$ cat src/rtl/gsc_pkg.sv
// gsc_pkg: register map, field layout, reset values and codes of the
// gear/standby clock controller.
// assumes a 32-bit APB slave with byte addresses.
package gsc_pkg;
	// register byte addresses
	localparam logic [7:0] GSC_ADDR_STBY = 8'h00;
	localparam logic [7:0] GSC_ADDR_GEAR = 8'h04;
	localparam logic [7:0] GSC_ADDR_WDCTL = 8'h08;
	localparam logic [7:0] GSC_ADDR_WDPOST = 8'h0C;
	localparam logic [7:0] GSC_ADDR_STAT = 8'h10;
	// standby control fields
	localparam int GSC_STBY_STOP_BIT = 7;
	localparam int GSC_STBY_SLEEP_BIT = 6;
	// gear control fields
	localparam int GSC_GEAR_CPU_LSB = 6;
	localparam int GSC_GEAR_PER_LSB = 2;
	localparam int GSC_GEAR_HALF_BIT = 0;
	localparam logic [1:0] GSC_CPU_RATIO_RST = 2'h3;
	localparam logic [1:0] GSC_PER_RATIO_RST = 2'h3;
	localparam logic GSC_HALF_SEL_RST = 1'b0;
	// watchdog fields and codes
	localparam int GSC_WD_SEL_LSB = 0;
	localparam logic [1:0] GSC_WD_SEL_RST = 2'h0;
	localparam logic [7:0] GSC_WD_KEY1 = 8'hA5;
	localparam logic [7:0] GSC_WD_KEY2 = 8'h5A;
	localparam int GSC_TB_W = 20;
	localparam int GSC_TAP_BASE = 12;
	// status fields
	localparam int GSC_STAT_WDACT_BIT = 4;
	localparam int GSC_STAT_IRQ_BIT = 5;
	localparam int GSC_STAT_WDRST_BIT = 6;
	// oscillation stabilization wait, in oscillator cycles
	localparam int GSC_OSC_WAIT_CYC = 16384;
	localparam int GSC_WAIT_W = 16;
	typedef enum logic [2:0] {
		GSC_ST_RESET,
		GSC_ST_OSCWAIT,
		GSC_ST_RESTART,
		GSC_ST_RUN,
		GSC_ST_SLEEP,
		GSC_ST_STOP
	} gsc_state_t;
endpackage

$ cat src/rtl/gsc_gear.sv
// gsc_gear: source select and the two clock dividers, issued as ticks.
// assumes the oscillator clock drives clk; ratio codes come from registers.
`timescale 1ns/1ps
module gsc_gear (
	// clock and reset
	input wire logic clk,
	input wire logic rst,
	// settings
	input wire logic half_sel,
	input wire logic [1:0] cpu_ratio,
	input wire logic [1:0] per_ratio,
	// ticks
	output logic src_tick,
	output logic cpu_tick,
	output logic per_tick
);
	typedef struct packed {
		logic half;
		logic [2:0] cnt;
		logic src;
		logic cpu;
		logic per;
	} gsc_gear_t;
	gsc_gear_t cur, next_cur;

	// code 00 f, 01 f/2, 10 f/4, 11 f/8
	function automatic logic ratio_hit(input logic [2:0] c, input logic [1:0] r);
		logic [2:0] m;
		m = 3'h7 >> (2'h3 - r);
		return (c & m) == 3'h0;
	endfunction

	always_comb begin
		logic s;
		s = !half_sel || cur.half; // RQ7
		next_cur = cur;
		next_cur.half = !cur.half;
		// one shared count keeps both domains edge aligned
		if (s) begin
			next_cur.cnt = cur.cnt + 3'h1; // RQ8
		end
		next_cur.src = s;
		next_cur.cpu = s && ratio_hit(cur.cnt, cpu_ratio); // RQ6 RQ9
		next_cur.per = s && ratio_hit(cur.cnt, per_ratio); // RQ6 RQ10
	end

	always_ff @(posedge clk or posedge rst) begin
		if (rst) begin
			cur <= '0;
		end else begin
			cur <= next_cur;
		end
	end

	assign src_tick = cur.src;
	assign cpu_tick = cur.cpu;
	assign per_tick = cur.per;
endmodule

$ cat src/rtl/gsc_wdog.sv
// gsc_wdog: watchdog interval lock, postpone key sequence and reset flop.
// assumes tap_fall is a one-cycle pulse on a falling timebase tap.
`timescale 1ns/1ps
module gsc_wdog (
	// clock and reset
	input wire logic clk,
	input wire logic rst,
	input wire logic soft_clr,
	// control writes
	input wire logic ctl_wr,
	input wire logic [1:0] ctl_sel,
	input wire logic post_wr,
	input wire logic [7:0] post_data,
	input wire logic tap_fall,
	// state
	output logic active,
	output logic [1:0] sel,
	output logic reset_req
);
	import gsc_pkg::*;
	typedef struct packed {
		logic act;
		logic [1:0] sel;
		logic armed;
		logic caught;
		logic req;
	} gsc_wdog_t;
	gsc_wdog_t cur, next_cur;

	always_comb begin
		next_cur = cur;
		next_cur.req = 1'b0;
		if (ctl_wr && !cur.act) begin
			next_cur.act = 1'b1; // RQ17
			next_cur.sel = ctl_sel; // RQ17
		end
		if (post_wr) begin
			if (post_data == GSC_WD_KEY1) begin
				next_cur.armed = 1'b1;
			end else if (post_data == GSC_WD_KEY2 && cur.armed) begin
				next_cur.armed = 1'b0;
				next_cur.caught = 1'b0; // RQ16
			end else begin
				next_cur.armed = 1'b0; // RQ19
			end
		end
		// a tap edge wins over a same-cycle postpone
		if (cur.act && tap_fall) begin
			if (cur.caught) begin
				next_cur.req = 1'b1; // RQ18 RQ16
				next_cur.caught = 1'b0;
			end else begin
				next_cur.caught = 1'b1; // RQ18
			end
		end
		if (soft_clr) begin
			next_cur = '0;
			next_cur.sel = GSC_WD_SEL_RST;
		end
	end

	always_ff @(posedge clk or posedge rst) begin
		if (rst) begin
			cur <= '0;
		end else begin
			cur <= next_cur;
		end
	end

	assign active = cur.act;
	assign sel = cur.sel;
	assign reset_req = cur.req;
endmodule

$ cat src/rtl/gsc_top.sv
// gsc_top: standby state machine, gear control and watchdog behind APB.
// assumes CLOCK is the oscillator clock; interrupt, reset and data pins
// arrive asynchronously and are synchronized here.
//
// Function
// RQ1: stabilization end resumes internal clocks
// RQ2: reset forces reset state, release resumes
// RQ3: sleep request bit moves run to sleep
// RQ4: stop request bit moves run to stop
// RQ5: interrupt or NMI wakes sleep or stop
// RQ6: independent CPU and peripheral dividers
// RQ7: select bit picks half-rate or direct source
// RQ8: source switch hits both domains together
// RQ9: CPU ratio codes f, f/2, f/4, f/8
// RQ10: peripheral ratio same coding, independent
// RQ11: gear fields at bits 7:6, 3:2, 0
// RQ12: software avoids disabled ratio pairs
// RQ13: software sets one wait before 00/00
// RQ14: serial and pulse units unreliable at half-rate
// RQ15: servo sync to oscillator, serial to peripheral
// RQ16: missing A5 then 5A raises watchdog reset
// RQ17: first control write fixes watchdog interval
// RQ18: reset if flop uncleared by second edge
// RQ19: non-5A write after A5 voids it
// RQ20: stop wake restarts peripheral, bus, CPU
//
// Local design decisions: the APB interface to the registers and the address map.
`timescale 1ns/1ps
module gsc_top #(
	parameter int OSC_WAIT_CYC = gsc_pkg::GSC_OSC_WAIT_CYC
) (
	// clock and reset
	input wire logic CLOCK,
	input wire logic RST,
	// apb slave
	input wire logic PSEL,
	input wire logic PENABLE,
	input wire logic PWRITE,
	input wire logic [7:0] PADDR,
	input wire logic [31:0] PWDATA,
	output logic [31:0] PRDATA,
	output logic PREADY,
	output logic PSLVERR,
	// wake and reset pins
	input wire logic RESET_IN,
	input wire logic PERIPH_IRQ,
	input wire logic NMI_IN,
	// peripheral inputs to be synchronized
	input wire logic [2:0] SERVO_IN,
	input wire logic [2:0] SERIAL_IN,
	output logic [2:0] SERVO_SYNC,
	output logic [2:0] SERIAL_SYNC,
	// clock enables and status
	output logic OSC_EN,
	output logic CPU_CLK_EN,
	output logic BUS_CLK_EN,
	output logic PERIPH_CLK_EN,
	output logic CORE_RESET,
	output logic WDT_RESET
);
	import gsc_pkg::*;

	localparam logic [GSC_WAIT_W-1:0] WAIT_LAST = GSC_WAIT_W'(OSC_WAIT_CYC - 1);

	typedef struct packed {
		gsc_state_t st;
		logic [1:0] phase;
		logic [GSC_WAIT_W-1:0] wait_cnt;
		logic [1:0] cpu_ratio;
		logic [1:0] per_ratio;
		logic half_sel;
		logic wd_reset_seen;
		logic [GSC_TB_W-1:0] tb;
		logic tap_prev;
		logic [2:0] rst_sync;
		logic [1:0] irq_sync;
		logic [1:0] nmi_sync;
		logic [2:0] servo_s1;
		logic [2:0] servo_s2;
		logic [2:0] serial_s1;
		logic [2:0] serial_s2;
		logic [2:0] serial_hold;
		logic [31:0] rdata;
		logic osc_en;
		logic cpu_en;
		logic bus_en;
		logic per_en;
	} gsc_top_t;
	gsc_top_t cur, next_cur;

	logic src_tick, cpu_tick, per_tick;
	logic wd_active, wd_req;
	logic [1:0] wd_sel;
	logic wr_en, access, mapped, soft_clr;
	logic ctl_wr, post_wr, tap_fall, tap_now;

	function automatic logic addr_mapped(input logic [7:0] a);
		return a == GSC_ADDR_STBY || a == GSC_ADDR_GEAR || a == GSC_ADDR_WDCTL ||
			a == GSC_ADDR_WDPOST || a == GSC_ADDR_STAT;
	endfunction

	// apb handshake: zero wait states in the access phase
	assign access = PSEL && PENABLE;
	assign mapped = addr_mapped(PADDR);
	assign PREADY = access;
	assign PSLVERR = access && !mapped;
	assign wr_en = access && PWRITE && mapped;
	assign ctl_wr = wr_en && PADDR == GSC_ADDR_WDCTL;
	assign post_wr = wr_en && PADDR == GSC_ADDR_WDPOST;
	assign soft_clr = cur.st == GSC_ST_RESET;

	// watchdog tap on the timebase, four intervals two octaves apart
	assign tap_now = cur.tb[GSC_TAP_BASE + 2 * int'(wd_sel)];
	assign tap_fall = cur.tap_prev && !tap_now;

	gsc_gear u_gear (
		.clk(CLOCK),
		.rst(RST),
		.half_sel(cur.half_sel),
		.cpu_ratio(cur.cpu_ratio),
		.per_ratio(cur.per_ratio),
		.src_tick(src_tick),
		.cpu_tick(cpu_tick),
		.per_tick(per_tick)
	);

	gsc_wdog u_wdog (
		.clk(CLOCK),
		.rst(RST),
		.soft_clr(soft_clr),
		.ctl_wr(ctl_wr),
		.ctl_sel(PWDATA[GSC_WD_SEL_LSB +: 2]),
		.post_wr(post_wr),
		.post_data(PWDATA[7:0]),
		.tap_fall(tap_fall),
		.active(wd_active),
		.sel(wd_sel),
		.reset_req(wd_req)
	);

	always_comb begin
		logic wake, rst_src, stop_wr, sleep_wr;
		wake = 1'b0;
		rst_src = 1'b0;
		stop_wr = 1'b0;
		sleep_wr = 1'b0;
		next_cur = cur;

		// synchronizers: stage one feeds stage two only
		next_cur.rst_sync = {cur.rst_sync[1:0], RESET_IN};
		next_cur.irq_sync = {cur.irq_sync[0], PERIPH_IRQ};
		next_cur.nmi_sync = {cur.nmi_sync[0], NMI_IN};
		next_cur.servo_s1 = SERVO_IN;
		next_cur.servo_s2 = cur.servo_s1; // RQ15
		next_cur.serial_s1 = SERIAL_IN;
		next_cur.serial_s2 = cur.serial_s1;
		if (per_tick) begin
			next_cur.serial_hold = cur.serial_s2; // RQ15
		end

		wake = cur.irq_sync[1] || cur.nmi_sync[1];
		rst_src = cur.rst_sync[2] || wd_req;
		if (wd_req) begin
			next_cur.wd_reset_seen = 1'b1;
		end

		// timebase runs on the source clock
		if (src_tick) begin
			next_cur.tb = cur.tb + GSC_TB_W'(1);
		end
		next_cur.tap_prev = tap_now;

		// register writes
		if (wr_en && PADDR == GSC_ADDR_GEAR) begin
			next_cur.cpu_ratio = PWDATA[GSC_GEAR_CPU_LSB +: 2]; // RQ11
			next_cur.per_ratio = PWDATA[GSC_GEAR_PER_LSB +: 2]; // RQ11
			next_cur.half_sel = PWDATA[GSC_GEAR_HALF_BIT]; // RQ11
		end
		if (wr_en && PADDR == GSC_ADDR_STAT && PWDATA[GSC_STAT_WDRST_BIT]) begin
			next_cur.wd_reset_seen = wd_req;
		end
		if (wr_en && PADDR == GSC_ADDR_STBY) begin
			stop_wr = PWDATA[GSC_STBY_STOP_BIT];
			sleep_wr = !PWDATA[GSC_STBY_STOP_BIT] && PWDATA[GSC_STBY_SLEEP_BIT];
		end

		// read data captured in the setup phase
		if (PSEL && !PENABLE) begin
			next_cur.rdata = '0;
			case (PADDR)
				GSC_ADDR_GEAR: begin
					next_cur.rdata[GSC_GEAR_CPU_LSB +: 2] = cur.cpu_ratio;
					next_cur.rdata[GSC_GEAR_PER_LSB +: 2] = cur.per_ratio;
					next_cur.rdata[GSC_GEAR_HALF_BIT] = cur.half_sel;
				end
				GSC_ADDR_WDCTL: begin
					next_cur.rdata[GSC_WD_SEL_LSB +: 2] = wd_sel;
				end
				GSC_ADDR_STAT: begin
					next_cur.rdata[2:0] = cur.st;
					next_cur.rdata[GSC_STAT_WDACT_BIT] = wd_active;
					next_cur.rdata[GSC_STAT_IRQ_BIT] = wake;
					next_cur.rdata[GSC_STAT_WDRST_BIT] = cur.wd_reset_seen;
				end
				default: begin
					next_cur.rdata = '0;
				end
			endcase
		end

		// standby state machine
		case (cur.st)
			GSC_ST_RESET: begin
				next_cur.wait_cnt = '0;
				if (!rst_src) begin
					next_cur.st = GSC_ST_OSCWAIT; // RQ2
				end
			end
			GSC_ST_OSCWAIT: begin
				next_cur.wait_cnt = cur.wait_cnt + GSC_WAIT_W'(1);
				if (cur.wait_cnt == WAIT_LAST) begin
					next_cur.st = GSC_ST_RESTART; // RQ1
					next_cur.phase = 2'h0;
				end
			end
			GSC_ST_RESTART: begin
				// peripheral, then bus, then cpu
				next_cur.phase = cur.phase + 2'h1; // RQ20
				if (cur.phase == 2'h2) begin
					next_cur.st = GSC_ST_RUN; // RQ1
				end
			end
			GSC_ST_RUN: begin
				// a pending interrupt cancels the standby write
				if (stop_wr && !wake) begin
					next_cur.st = GSC_ST_STOP; // RQ4
				end else if (sleep_wr && !wake) begin
					next_cur.st = GSC_ST_SLEEP; // RQ3
				end
			end
			GSC_ST_SLEEP: begin
				if (wake) begin
					next_cur.st = GSC_ST_RUN; // RQ5
				end
			end
			GSC_ST_STOP: begin
				if (wake) begin
					next_cur.st = GSC_ST_OSCWAIT; // RQ5
					next_cur.wait_cnt = '0;
				end
			end
			default: begin
				next_cur.st = GSC_ST_RESET;
			end
		endcase

		if (rst_src) begin
			next_cur.st = GSC_ST_RESET; // RQ2
		end
		if (cur.st == GSC_ST_RESET) begin
			next_cur.cpu_ratio = GSC_CPU_RATIO_RST;
			next_cur.per_ratio = GSC_PER_RATIO_RST;
			next_cur.half_sel = GSC_HALF_SEL_RST;
		end

		// clock gating from the next state
		next_cur.osc_en = next_cur.st != GSC_ST_STOP;
		next_cur.per_en = next_cur.st == GSC_ST_RUN || next_cur.st == GSC_ST_SLEEP ||
			next_cur.st == GSC_ST_RESTART; // RQ20
		next_cur.bus_en = next_cur.st == GSC_ST_RUN ||
			(next_cur.st == GSC_ST_RESTART && next_cur.phase != 2'h0); // RQ20
		next_cur.cpu_en = next_cur.st == GSC_ST_RUN; // RQ20
	end

	always_ff @(posedge CLOCK or posedge RST) begin
		if (RST) begin
			cur <= '0;
			cur.st <= GSC_ST_RESET; // RQ2
			cur.cpu_ratio <= GSC_CPU_RATIO_RST;
			cur.per_ratio <= GSC_PER_RATIO_RST;
			cur.half_sel <= GSC_HALF_SEL_RST;
			cur.osc_en <= 1'b1;
		end else begin
			cur <= next_cur;
		end
	end

	assign PRDATA = cur.rdata;
	assign SERVO_SYNC = cur.servo_s2;
	assign SERIAL_SYNC = cur.serial_hold;
	assign OSC_EN = cur.osc_en;
	assign CPU_CLK_EN = cur.cpu_en && cpu_tick;
	assign BUS_CLK_EN = cur.bus_en && cpu_tick;
	assign PERIPH_CLK_EN = cur.per_en && per_tick;
	assign CORE_RESET = cur.st == GSC_ST_RESET;
	assign WDT_RESET = wd_req;
endmodule

$ cat config.mk
export PLATFORM = sky130hd
export DESIGN_NAME = gsc_top
export DESIGN_NICKNAME = d
export VERILOG_FILES = /design/src/rtl/gsc_pkg.sv /design/src/rtl/gsc_gear.sv /design/src/rtl/gsc_wdog.sv /design/src/rtl/gsc_top.sv
export SDC_FILE = /design/constraint.sdc
export NUM_CORES = 1
export LEC_CHECK = 0
export ABC_AREA = 1
export ABC_CLOCK_PERIOD_IN_PS = 2300
export BUFFER_PORTS_ARGS = -buffer_cell sky130_fd_sc_hd__buf_2
export CAP_MARGIN = 20
export CORE_MARGIN = 2
export CORE_UTILIZATION = 49
export CTS_CLUSTER_SIZE = 24
export DETAILED_ROUTE_END_ITERATION = 7
export GPL_TIMING_DRIVEN = 0
export PLACE_DENSITY = 0.85
export SYNTH_ARGS = -nofsm -noshare
export SYNTH_HDL_FRONTEND = slang
export SYNTH_SLANG_ARGS = --single-unit
$ cat constraint.sdc
create_clock -name CLOCK -period 2.3 [get_ports CLOCK]
set_input_delay 0 -clock CLOCK [delete_from_list [all_inputs] [get_ports CLOCK]]
set_output_delay 0 -clock CLOCK [all_outputs]
set_load 0.02 [all_outputs]
==> impl_metrics.tcl, run 1 <==
set metrics [dict create \
    antenna_found_initial 0 \
    synth_top_family_by_area "simple AND/OR/NAND/NOR gates" \
    track_usage_pct 19.5 \
    end_kind "flip-flop" \
    slowest_delay_ns 0.46 \
    synthArstFlopShare_pct 100 \
    final_antenna_net_count 0 \
    wl_per_cell_um 12.2 \
    synth_common_cells "dfrtp_1 (89), nand2_1 (89), inv_1 (70)" \
    die_width_um 101 \
    total_leakage_power_nw 2.83 \
    hp-class "input port to flip-flop" \
    clk_path_buf_depth 2 \
    place_congestion 0.873 \
    max-cap-violations 0 \
    avgSynthCellArea_um2 8.89 \
    hold_viol 0 \
    start_kind "flip-flop" \
    fp-row-count 35 \
    slowest_stage "dfrtp_1" \
    ir_drop_mv 0.286 \
    fin_tns_setup_ns 0 \
    die_height_um 101 \
    drt_iter0_drc 162 \
    routed_wl_mm 8.93 \
    synth_compound_area_share_pct 6.93 \
    ys_seq_area_share_pct 51.6 \
    firstDrtPassIters 4 \
    initial_core_util_pct 49.9 \
    cts_tree "done" \
    grt_overflow 0 \
    io_pins 100 \
    dp_hpwl_mm 6.76 \
    port_buffers 51 \
    grt_pass1_wl_mm 15.8 \
    synthCells 514 \
    clk_latency_ns 0.35 \
    synth_flop_cell "dfrtp_1" \
    synth_adder_area_share_pct 1.09 \
    path_clk_slew_ns 0.10 \
    finalCriticalPeriod_ns 1.72 \
    layout-drive-gt1-share_pct 24.7 \
    post-cts-setup-buffers 0 \
    htree_levels 3 \
    finalCritPeriodShare_pct 74.9 \
    syn_area_um2 4570 \
    dp_cells 701 \
    worst_slew_pin_slew_ns 0.513 \
    nFillCells 806 \
    yosys.area.top_type_share_pct 48.7 \
    crit_chain "inv_1, nand3_2, nor2_1, nor2_2, nor2_1, inv_2, o21ai_0, a21oi_1" \
    vias_per_cell 4.84 \
    power_density_nw_per_um2 638 \
    drc_errors 0 \
    synthTopCellsByArea "dfrtp_1 (49%), nand2_1 (7.3%), buf_4 (6.2%), inv_1 (5.7%), nand3_1 (3.9%)" \
    path_max_fanout 9 \
    worstSetupPathType "flip-flop to flip-flop" \
    crit_path_frequent_cell "nor2_1" \
    synth_xor_area_share_pct 3.83 \
    yosysTopAreaCell "dfrtp_1" \
    core_area_um2 9150 \
    post_cts_resized 0 \
    finalClockSkew_ns 0.0162 \
    ys_ff_latch 94 \
    ys.warnings.count 0 \
    status "finished, final reports clean" \
    synth-edff-count 0 \
    clock_sinks 94 \
    synth_cell_types 40 \
    grt_max_degree 43 \
    synthMuxAreaShare_pct 0.985 \
    rsz0062_at_grt "false" \
    setup_viol 0 \
    nets 676 \
    antenna_cells_inserted 0 \
    cp.arrival_ns 1.96 \
    fmax_ghz 0.580 \
    cts_made_buffers 9 \
    slew_headroom_pct 65.7 \
    slew_violations 0 \
    synth-simple-area-share_pct 22.9 \
    fin_cells 734 \
    area_growth_pct 20.5 \
    ff2ff_setup_slack_ns 0.58 \
    cts_root_buffer "clkbuf_8" \
    die_area_um2 10100 \
    num_vias 3555 \
    worstPathRequired_ns 2.54 \
    grt_pass1_vias 3581 \
]
[placed cells by master, fill, tap and decap left out, drive strengths merged]
master,netlist,layout
clkinvlp,0,2
o211ai,1,1
nor3,13,13
clkinv,1,3
o21bai,1,1
nand3b,1,1
buf,39,92
o31ai,4,4
o221a,1,1
nor2,51,51
dlygate4sd3,0,17
dfrtp,89,89
dfstp,5,5
mux2,4,4
xnor2,4,4
bufinv,0,3
or2,2,2
nand2,95,95
nor3b,1,1
o22ai,2,2
xor2,16,16
nor4,2,2
nand3,40,40
o21ai,23,23
inv,74,74
a31oi,1,1
clkbuf,1,10
and2,2,2
nand4,13,13
conb,1,24
a21oi,23,23
ha,4,4
[layout make-up]
type	instances	area [um^2]	area share [%]
well taps	111	139	2.52
repair buffers	70	465	8.45
inverters	75	287	5.20
plain buffers	40	294	5.34
multi-input cells	328	1720	31.3
clock inverters	7	120	2.18
flip-flops and latches	94	2360	42.8
clock buffers	9	124	2.25
[critical path, delay by kind of cell, from the launching register on]
kind | cells | cell delay [ns]
simple gates | 4 | 0.68
compound gates | 2 | 0.17
flops | 1 | 0.46
buf+inv | 2 | 0.29
[sequential cells by signal, indices dropped and copies added (netlist names)]
signal,cells
u_gear.src_tick,1
u_wdog.sel,2
SERIAL_SYNC,3
SERVO_SYNC,3
cur,66
PRDATA,8
u_wdog.reset_req,1
u_gear.cpu_tick,1
u_gear.cur,4
u_gear.per_tick,1
u_wdog.active,1
OSC_EN,1
u_wdog.cur,2
[report_power, final]
part           total (mW)  internal, mW  switching [mW]  leakage, nW
logic               0.414         0.177           0.237         1.52
clock network        1.30         0.726           0.576        0.120
registers            1.80          1.74          0.0600         1.19
total                3.51          2.64           0.873         2.83
[per-layer routing]
layer	global-route usage, %	wire, um
met3	3.33	339
met5	0	0
met1	25.4	3980
met2	32.6	4430
met4	7.48	178
[worst paths after layout]
kind / to / cells past startpoint / start
setup / recovery: cur[95] / 8 / cur[104]
hold / removal: u_wdog.cur[2] / 6 / PWDATA[4]
setup reg to reg: cur[95] / 8 / cur[104]
hold reg to reg: SERVO_SYNC[2] / 0 / cur[50]
max in group asynchronous: cur[83] / 4 / RST
min in group asynchronous: cur[64] / 3 / RST
[cell families (layout without fill, tap and decap cells)]
family	Yosys count	in the layout
xor gates and xnor gates	20	20
and+or+nand+nor	220	220
muxes	4	4
AOI/OAI and AO/OA	56	56
adders and majority gates	4	4
DFF	94	94
buffers and inverters	115	201
other	1	24
[metrics by stage]
step	utilization, %	power (mW)	instance area (um^2)	worst slack (ns)	hold WS (ns)
3_3_place_gp	55.2	2.20	5050	0.632	0.110
4_1_cts	60.2	3.55	5510	0.557	0.0133
6_report	60.2	3.51	5510	0.577	0.0278
3_5_place_dp	55.7	2.22	5090	0.592	0.0640
2_1_floorplan	-	2.10	4660	0.889	0.0314
5_1_grt	60.2	3.69	5510	0.389	0.0554
[timing repair]
action                                  CTS  global route
hold buffers                             17             0
endpoints found under the setup margin    0             0
hold endpoints to repair                 36             0
Note: power is estimated with default switching activity, not from simulation.
==> run 2, diff against run 1 <==
Settings changed: ABC_AREA 1 to 0, ABC_CLOCK_PERIOD_IN_PS 2300 to 1580, PLACE_DENSITY 0.85 to 0.86.
Clock period 2.3 ns to 1.58 ns, I/O delays scaled along.
==> impl_metrics.tcl, run 2 <==
set metrics [dict create \
    finalInstanceArea_um2 5520 \
    synth_flop_cell "dfrtp_1" \
    fin_tns_setup_ns -0.235 \
    cts_tree "done" \
    postPlaceCellArea_um2 4880 \
    clock_sinks 94 \
    synthTopCellsByArea "dfrtp_1 (51%), buf_4 (6.6%), xnor2_1 (3.8%), nand2_1 (3.7%), dfstp_2 (3.0%)" \
    synth_common_cells "dfrtp_1 (89), nand2_1 (43), buf_4 (38)" \
    power.total_mw 5.28 \
    grt_pass1_vias 3348 \
    fp-row-count 34 \
    ff2ff_setup_slack_ns -0.07 \
    path_clk_slew_ns 0.09 \
    regMostFlops "cur" \
    worstPathRequired_ns 1.88 \
    final_antenna_net_count 0 \
    final_common_cell "dfrtp_1" \
    antenna_found_initial 0 \
    die_height_um 98.0 \
    ys_seq_area_share_pct 54.4 \
    largest_register_ffs 66 \
    slowest_stage "dfrtp_2" \
    finalCriticalPeriod_ns 1.65 \
    synth-edff-count 0 \
    max-cap-violations 0 \
    finalClockSkew_ns 0.0177 \
    layout-drive-gt1-share_pct 32.1 \
    vias_per_cell 5.28 \
    ys.warnings.count 0 \
    rsz0062_at_grt "true" \
    slew_headroom_pct 40.5 \
    start_kind "flip-flop" \
    num_vias 3336 \
    hp-class "input port to flip-flop" \
    cts_made_buffers 9 \
    path_max_fanout 5 \
    io_pins 100 \
    layout_common_cells "dfrtp_1 (86), buf_2 (51), buf_4 (46)" \
    finalCritPeriodShare_pct 104 \
    reg2reg_from "cur[103]" \
    yosysTopAreaCell "dfrtp_1" \
    avgSynthCellArea_um2 10.7 \
    yosys.area.top_type_share_pct 51.4 \
    worstSetupEndpoint "cur[0]" \
    cts_root_buffer "clkbuf_8" \
    hold_viol 0 \
    synth_most_common_cell "dfrtp_1" \
    die_width_um 98.0 \
    total_leakage_power_nw 2.58 \
    slowest_delay_ns 0.45 \
    place_congestion 0.822 \
    setup_viol 5 \
    track_usage_pct 21.1 \
    r2r-end "cur[0]" \
    grt_overflow 0 \
    worstSetupPathType "flip-flop to flip-flop" \
    firstDrtPassIters 6 \
    initial_core_util_pct 50.2 \
    htree_levels 3 \
    routed_wl_mm 9.76 \
    syn_area_um2 4330 \
    grt_pass1_wl_mm 16.0 \
    end_kind "flip-flop" \
    antenna_cells_inserted 0 \
    fin_ws_ns -0.0710 \
    worst_slew_pin_slew_ns 0.891 \
    synth_cell_types 52 \
    ir_drop_mv 0.527 \
    grt_max_degree 43 \
    slew_violations 0 \
    power_density_nw_per_um2 956 \
    core_area_um2 8640 \
    nets 577 \
    crit_chain "buf_4, nand2b_1, nor2_2, nand2_2, a31oi_4, o21bai_1" \
    clk_latency_ns 0.38 \
    drt_iter0_drc 266 \
    violations "negative setup slack" \
    wl_per_cell_um 15.4 \
    die_area_um2 9610 \
    area_growth_pct 27.5 \
    drc_errors 0 \
    synthArstFlopShare_pct 100 \
    synthCells 404 \
    dp_hpwl_mm 6.28 \
    fmax_ghz 0.606 \
    status "finished, violations left" \
    critPathLaunch "cur[103]" \
    cp.arrival_ns 1.95 \
    worst_r2r_path_depth 6 \
    port_buffers 51 \
    clk_path_buf_depth 2 \
    ys_ff_latch 94 \
]
run 2: changes by cell type in the layout (fill, tap and decap cells not counted), moves of 5 or more:
cell     delta
nand2_1    -48
nor2_1     -14
nor2_2      -9
buf_6       +5
and3_1      +6
buf_4       +8
xnor2_1    +15
a21oi_1    -15
inv_1      -60
nand3_1    -12
run 2: what timing repair did:
action	in CTS	in global routing
pin swaps	7	7
buffers inserted	8	2
hold buffers	18	0
setup endpoints to repair	23	25
hold endpoints to repair	54	0
resized for setup	26	22
run 2: logic make-up after synthesis:
| kind of cell | Yosys count | synth area share (%) |
|---|---|---|
| AND/OR/NAND/NOR | 162 | 20.2 |
| flip-flops | 94 | 54.4 |
| buffers and inverters | 57 | 8.32 |
| AO/OA/AOI/OAI | 48 | 7.48 |
| XOR/XNOR | 31 | 6.27 |
| multiplexers | 7 | 2.02 |
| adder cells (fa/ha/maj) | 4 | 1.16 |
| other | 1 | 0.0865 |
run 2: final cells by class:
class | instances | area (um^2)
inverters | 11 | 52.6
repair buffers | 81 | 572
clock inverters | 7 | 88.8
fillers | 648 | 3110
multi-input cells | 276 | 1840
well taps | 108 | 135
plain buffers | 46 | 349
clock buffers | 9 | 124
flip-flops and latches | 94 | 2360
run 2: per-stage QoR:
step	instances	worst slack [ns]	hold WS, ns	utilization, %
6_report	632	-0.0710	0.0696	64.0
5_1_grt	632	-0.122	0.0811	64.0
4_1_cts	630	-0.00555	0.0538	62.9
3_5_place_dp	588	-0.218	0.109	56.5
3_3_place_gp	586	-0.166	0.109	55.9
2_1_floorplan	427	0.00948	0.0314	-
run 2: power by group:
part	internal (mW)	leakage (nW)	switching, mW
Combinational	0.392	1.27	0.396
Sequential	2.60	1.20	0.178
Clock	0.773	0.106	0.938
Total	3.77	2.58	1.51
run 2: critical path, delay by kind of cell (launching register included):
| family | cells | cell delay (ns) |
|---|---|---|
| AOI/OAI and AO/OA | 2 | 0.33 |
| and+or+nand+nor | 3 | 0.66 |
| DFF | 1 | 0.45 |
| buffers and inverters | 1 | 0.15 |
run 2: metal layers:
layer	vias to the layer above	track usage (%)	wire length, um
met3	31	5.30	713
met5	-	0	0
met2	149	35.1	4850
met4	0	10.7	313
li1	1563	-	-
met1	1593	25.5	3890
run 2: how the worst min path moves through the flow:
| stage | from | end | slack, ns | depth (start not counted) |
|---|---|---|---|---|
| finish | PADDR[6] | PRDATA[1] | 0.07 | 3 |
| detailed placement | SERIAL_IN[0] | cur[42] | 0.11 | 1 |
| global placement | SERVO_IN[1] | cur[49] | 0.11 | 1 |
| floorplan | SERIAL_IN[0] | cur[42] | 0.03 | 0 |
| global route | PADDR[6] | PRDATA[1] | 0.08 | 3 |
| CTS | PADDR[6] | PRDATA[1] | 0.05 | 3 |
==> run 3, diff against run 2 <==
Settings changed: ABC_AREA 0 to 1, PLACE_DENSITY 0.86 to 0.85.
==> impl_metrics.tcl, run 3 (synthesis results as in run 1) <==
set metrics [dict create \
    power_density_nw_per_um2 884 \
    vias_per_cell 4.88 \
    worst_slew_pin_slew_ns 0.510 \
    final_common_cell "dfrtp_1" \
    grt_pass1_wl_mm 16.2 \
    drt_iter0_drc 145 \
    finalCritPeriodShare_pct 99.2 \
    fmax_ghz 0.638 \
    port_buffers 51 \
    power.total_mw 5.23 \
    hold_viol 0 \
    clock_sinks 94 \
    cts_tree "done" \
    multi_input_area_um2 1860 \
    place_congestion 0.873 \
    finalInstanceArea_um2 5910 \
    die_width_um 101 \
    grt_max_degree 43 \
    layout-drive-gt1-share_pct 33.7 \
    fin_util_pct 64.6 \
    ir_drop_mv 0.397 \
    hp-class "input port to flip-flop" \
    io_pins 100 \
    finalCriticalPeriod_ns 1.57 \
    postPlaceCellArea_um2 5090 \
    die_height_um 101 \
    worstSetupPathType "flip-flop to flip-flop" \
    htree_levels 3 \
    largest_register_ffs 66 \
    num_vias 3744 \
    grt_pass1_vias 3634 \
    cts_made_buffers 9 \
    area_growth_pct 29.3 \
    cts_root_buffer "clkbuf_8" \
    slew_violations 0 \
    cp.arrival_ns 1.81 \
    antenna_cells_inserted 0 \
    max-cap-violations 0 \
    grt_overflow 0 \
    setup_viol 0 \
    rsz0062_at_grt "true" \
    clk_latency_ns 0.36 \
    start_kind "flip-flop" \
    regMostFlops "cur" \
    seqCellArea_um2 2360 \
    track_usage_pct 19.9 \
    slew_headroom_pct 65.9 \
    total_leakage_power_nw 3.00 \
    wl_per_cell_um 12.9 \
    path_clk_slew_ns 0.10 \
    nets 709 \
    clk_path_buf_depth 2 \
    drc_errors 0 \
    fin_cells 767 \
    end_kind "flip-flop" \
    core_area_um2 9150 \
    final_antenna_net_count 0 \
    nFillCells 760 \
    fp-row-count 35 \
    layout_common_cells "dfrtp_1 (84), nand2_1 (82), buf_4 (71)" \
    routed_wl_mm 9.92 \
    status "finished, final reports clean" \
    die_area_um2 10100 \
    firstDrtPassIters 4 \
    finalClockSkew_ns 0.0210 \
    antenna_found_initial 0 \
    worstPathRequired_ns 1.82 \
    path_max_fanout 5 \
    initial_core_util_pct 49.9 \
    dp_hpwl_mm 6.76 \
    dp_cells 701 \
]
==> run 3: changes by cell type in the layout (fill, tap and decap cells not counted), moves of 7 or more <==
cell     change
buf_4       +25
inv_2        +9
a21oi_1     +13
nor2_2       +7
xnor2_1     -15
nor2_4       +9
nor2_1       +7
nand2_1     +41
nand3_1      +7
inv_1       +54
nand2_2      +9
==> run 3: power by group <==
part	internal (mW)	switching (mW)	leakage (nW)
logic	0.322	0.389	1.69
registers	2.53	0.0816	1.19
clock network	1.06	0.847	0.120
==> run 3: metrics by stage <==
| step | setup slack, ns | setup TNS (ns) | hold slack (ns) |
|---|---|---|---|
| after floorplan | 0.169 | 0 | 0.0314 |
| after global placement | -0.0879 | -7.67 | 0.110 |
| after detailed placement | -0.128 | -1.04 | 0.0640 |
| after CTS | 0.00591 | 0 | 0.0133 |
| after global routing | -0.0861 | -0.478 | 0.0554 |
| final | 0.0119 | 0 | 0.0269 |
==> run 3: repair_timing <==
action	in CTS	in global routing
setup buffers	5	28
resized for setup	7	42
hold buffers	17	0
gates cloned	0	0
setup endpoints to repair	15	22
hold endpoints to repair	36	0
pin swaps	1	19
==> run 3: worst max-delay path, stage by stage, from the launching register on <==
cell and delay, ns:
dfrtp_2 0.46, inv_2 0.09, nand3_4 0.10, o21ai_4 0.23
nand2_2 0.11, nor2_4 0.14, nand2_2 0.09, inv_4 0.09
nand3_2 0.05, nand2_1 0.06, nor2_1 0.04
==> run 3: layer usage <==
metal / up-vias / global-route usage (%) / wire length [um]
li1: 1851 / - / -
met1: 1782 / 25.9 / 4340
met2: 88 / 33.3 / 5040
met3: 23 / 3.26 / 317
met4: 0 / 7.80 / 223
met5: - / 0 / 0
==> run 3: final cells by class <==
type,instances,share of cell area [%]
Sequential cell,94,40.0
Multi-Input combinational cell,328,31.5
Buffer,40,4.98
Timing Repair Buffer,103,12.1
Clock buffer,9,2.10
Inverter,75,4.91
Tap cell,111,2.35
Clock inverter,7,2.03
==> run 3: final timing paths <==
check	cells after the start	start	slack, ns	end
worst min-delay path	6	PWDATA[4]	0.03	u_wdog.cur[2]
worst max-delay path	10	cur[104]	0.01	cur[99]
worst min register to register	0	cur[50]	0.36	SERVO_SYNC[2]
worst max register to register	10	cur[104]	0.01	cur[99]
min in group asynchronous	3	RST	0.24	cur[64]
max in group asynchronous	4	RST	0.71	cur[83]
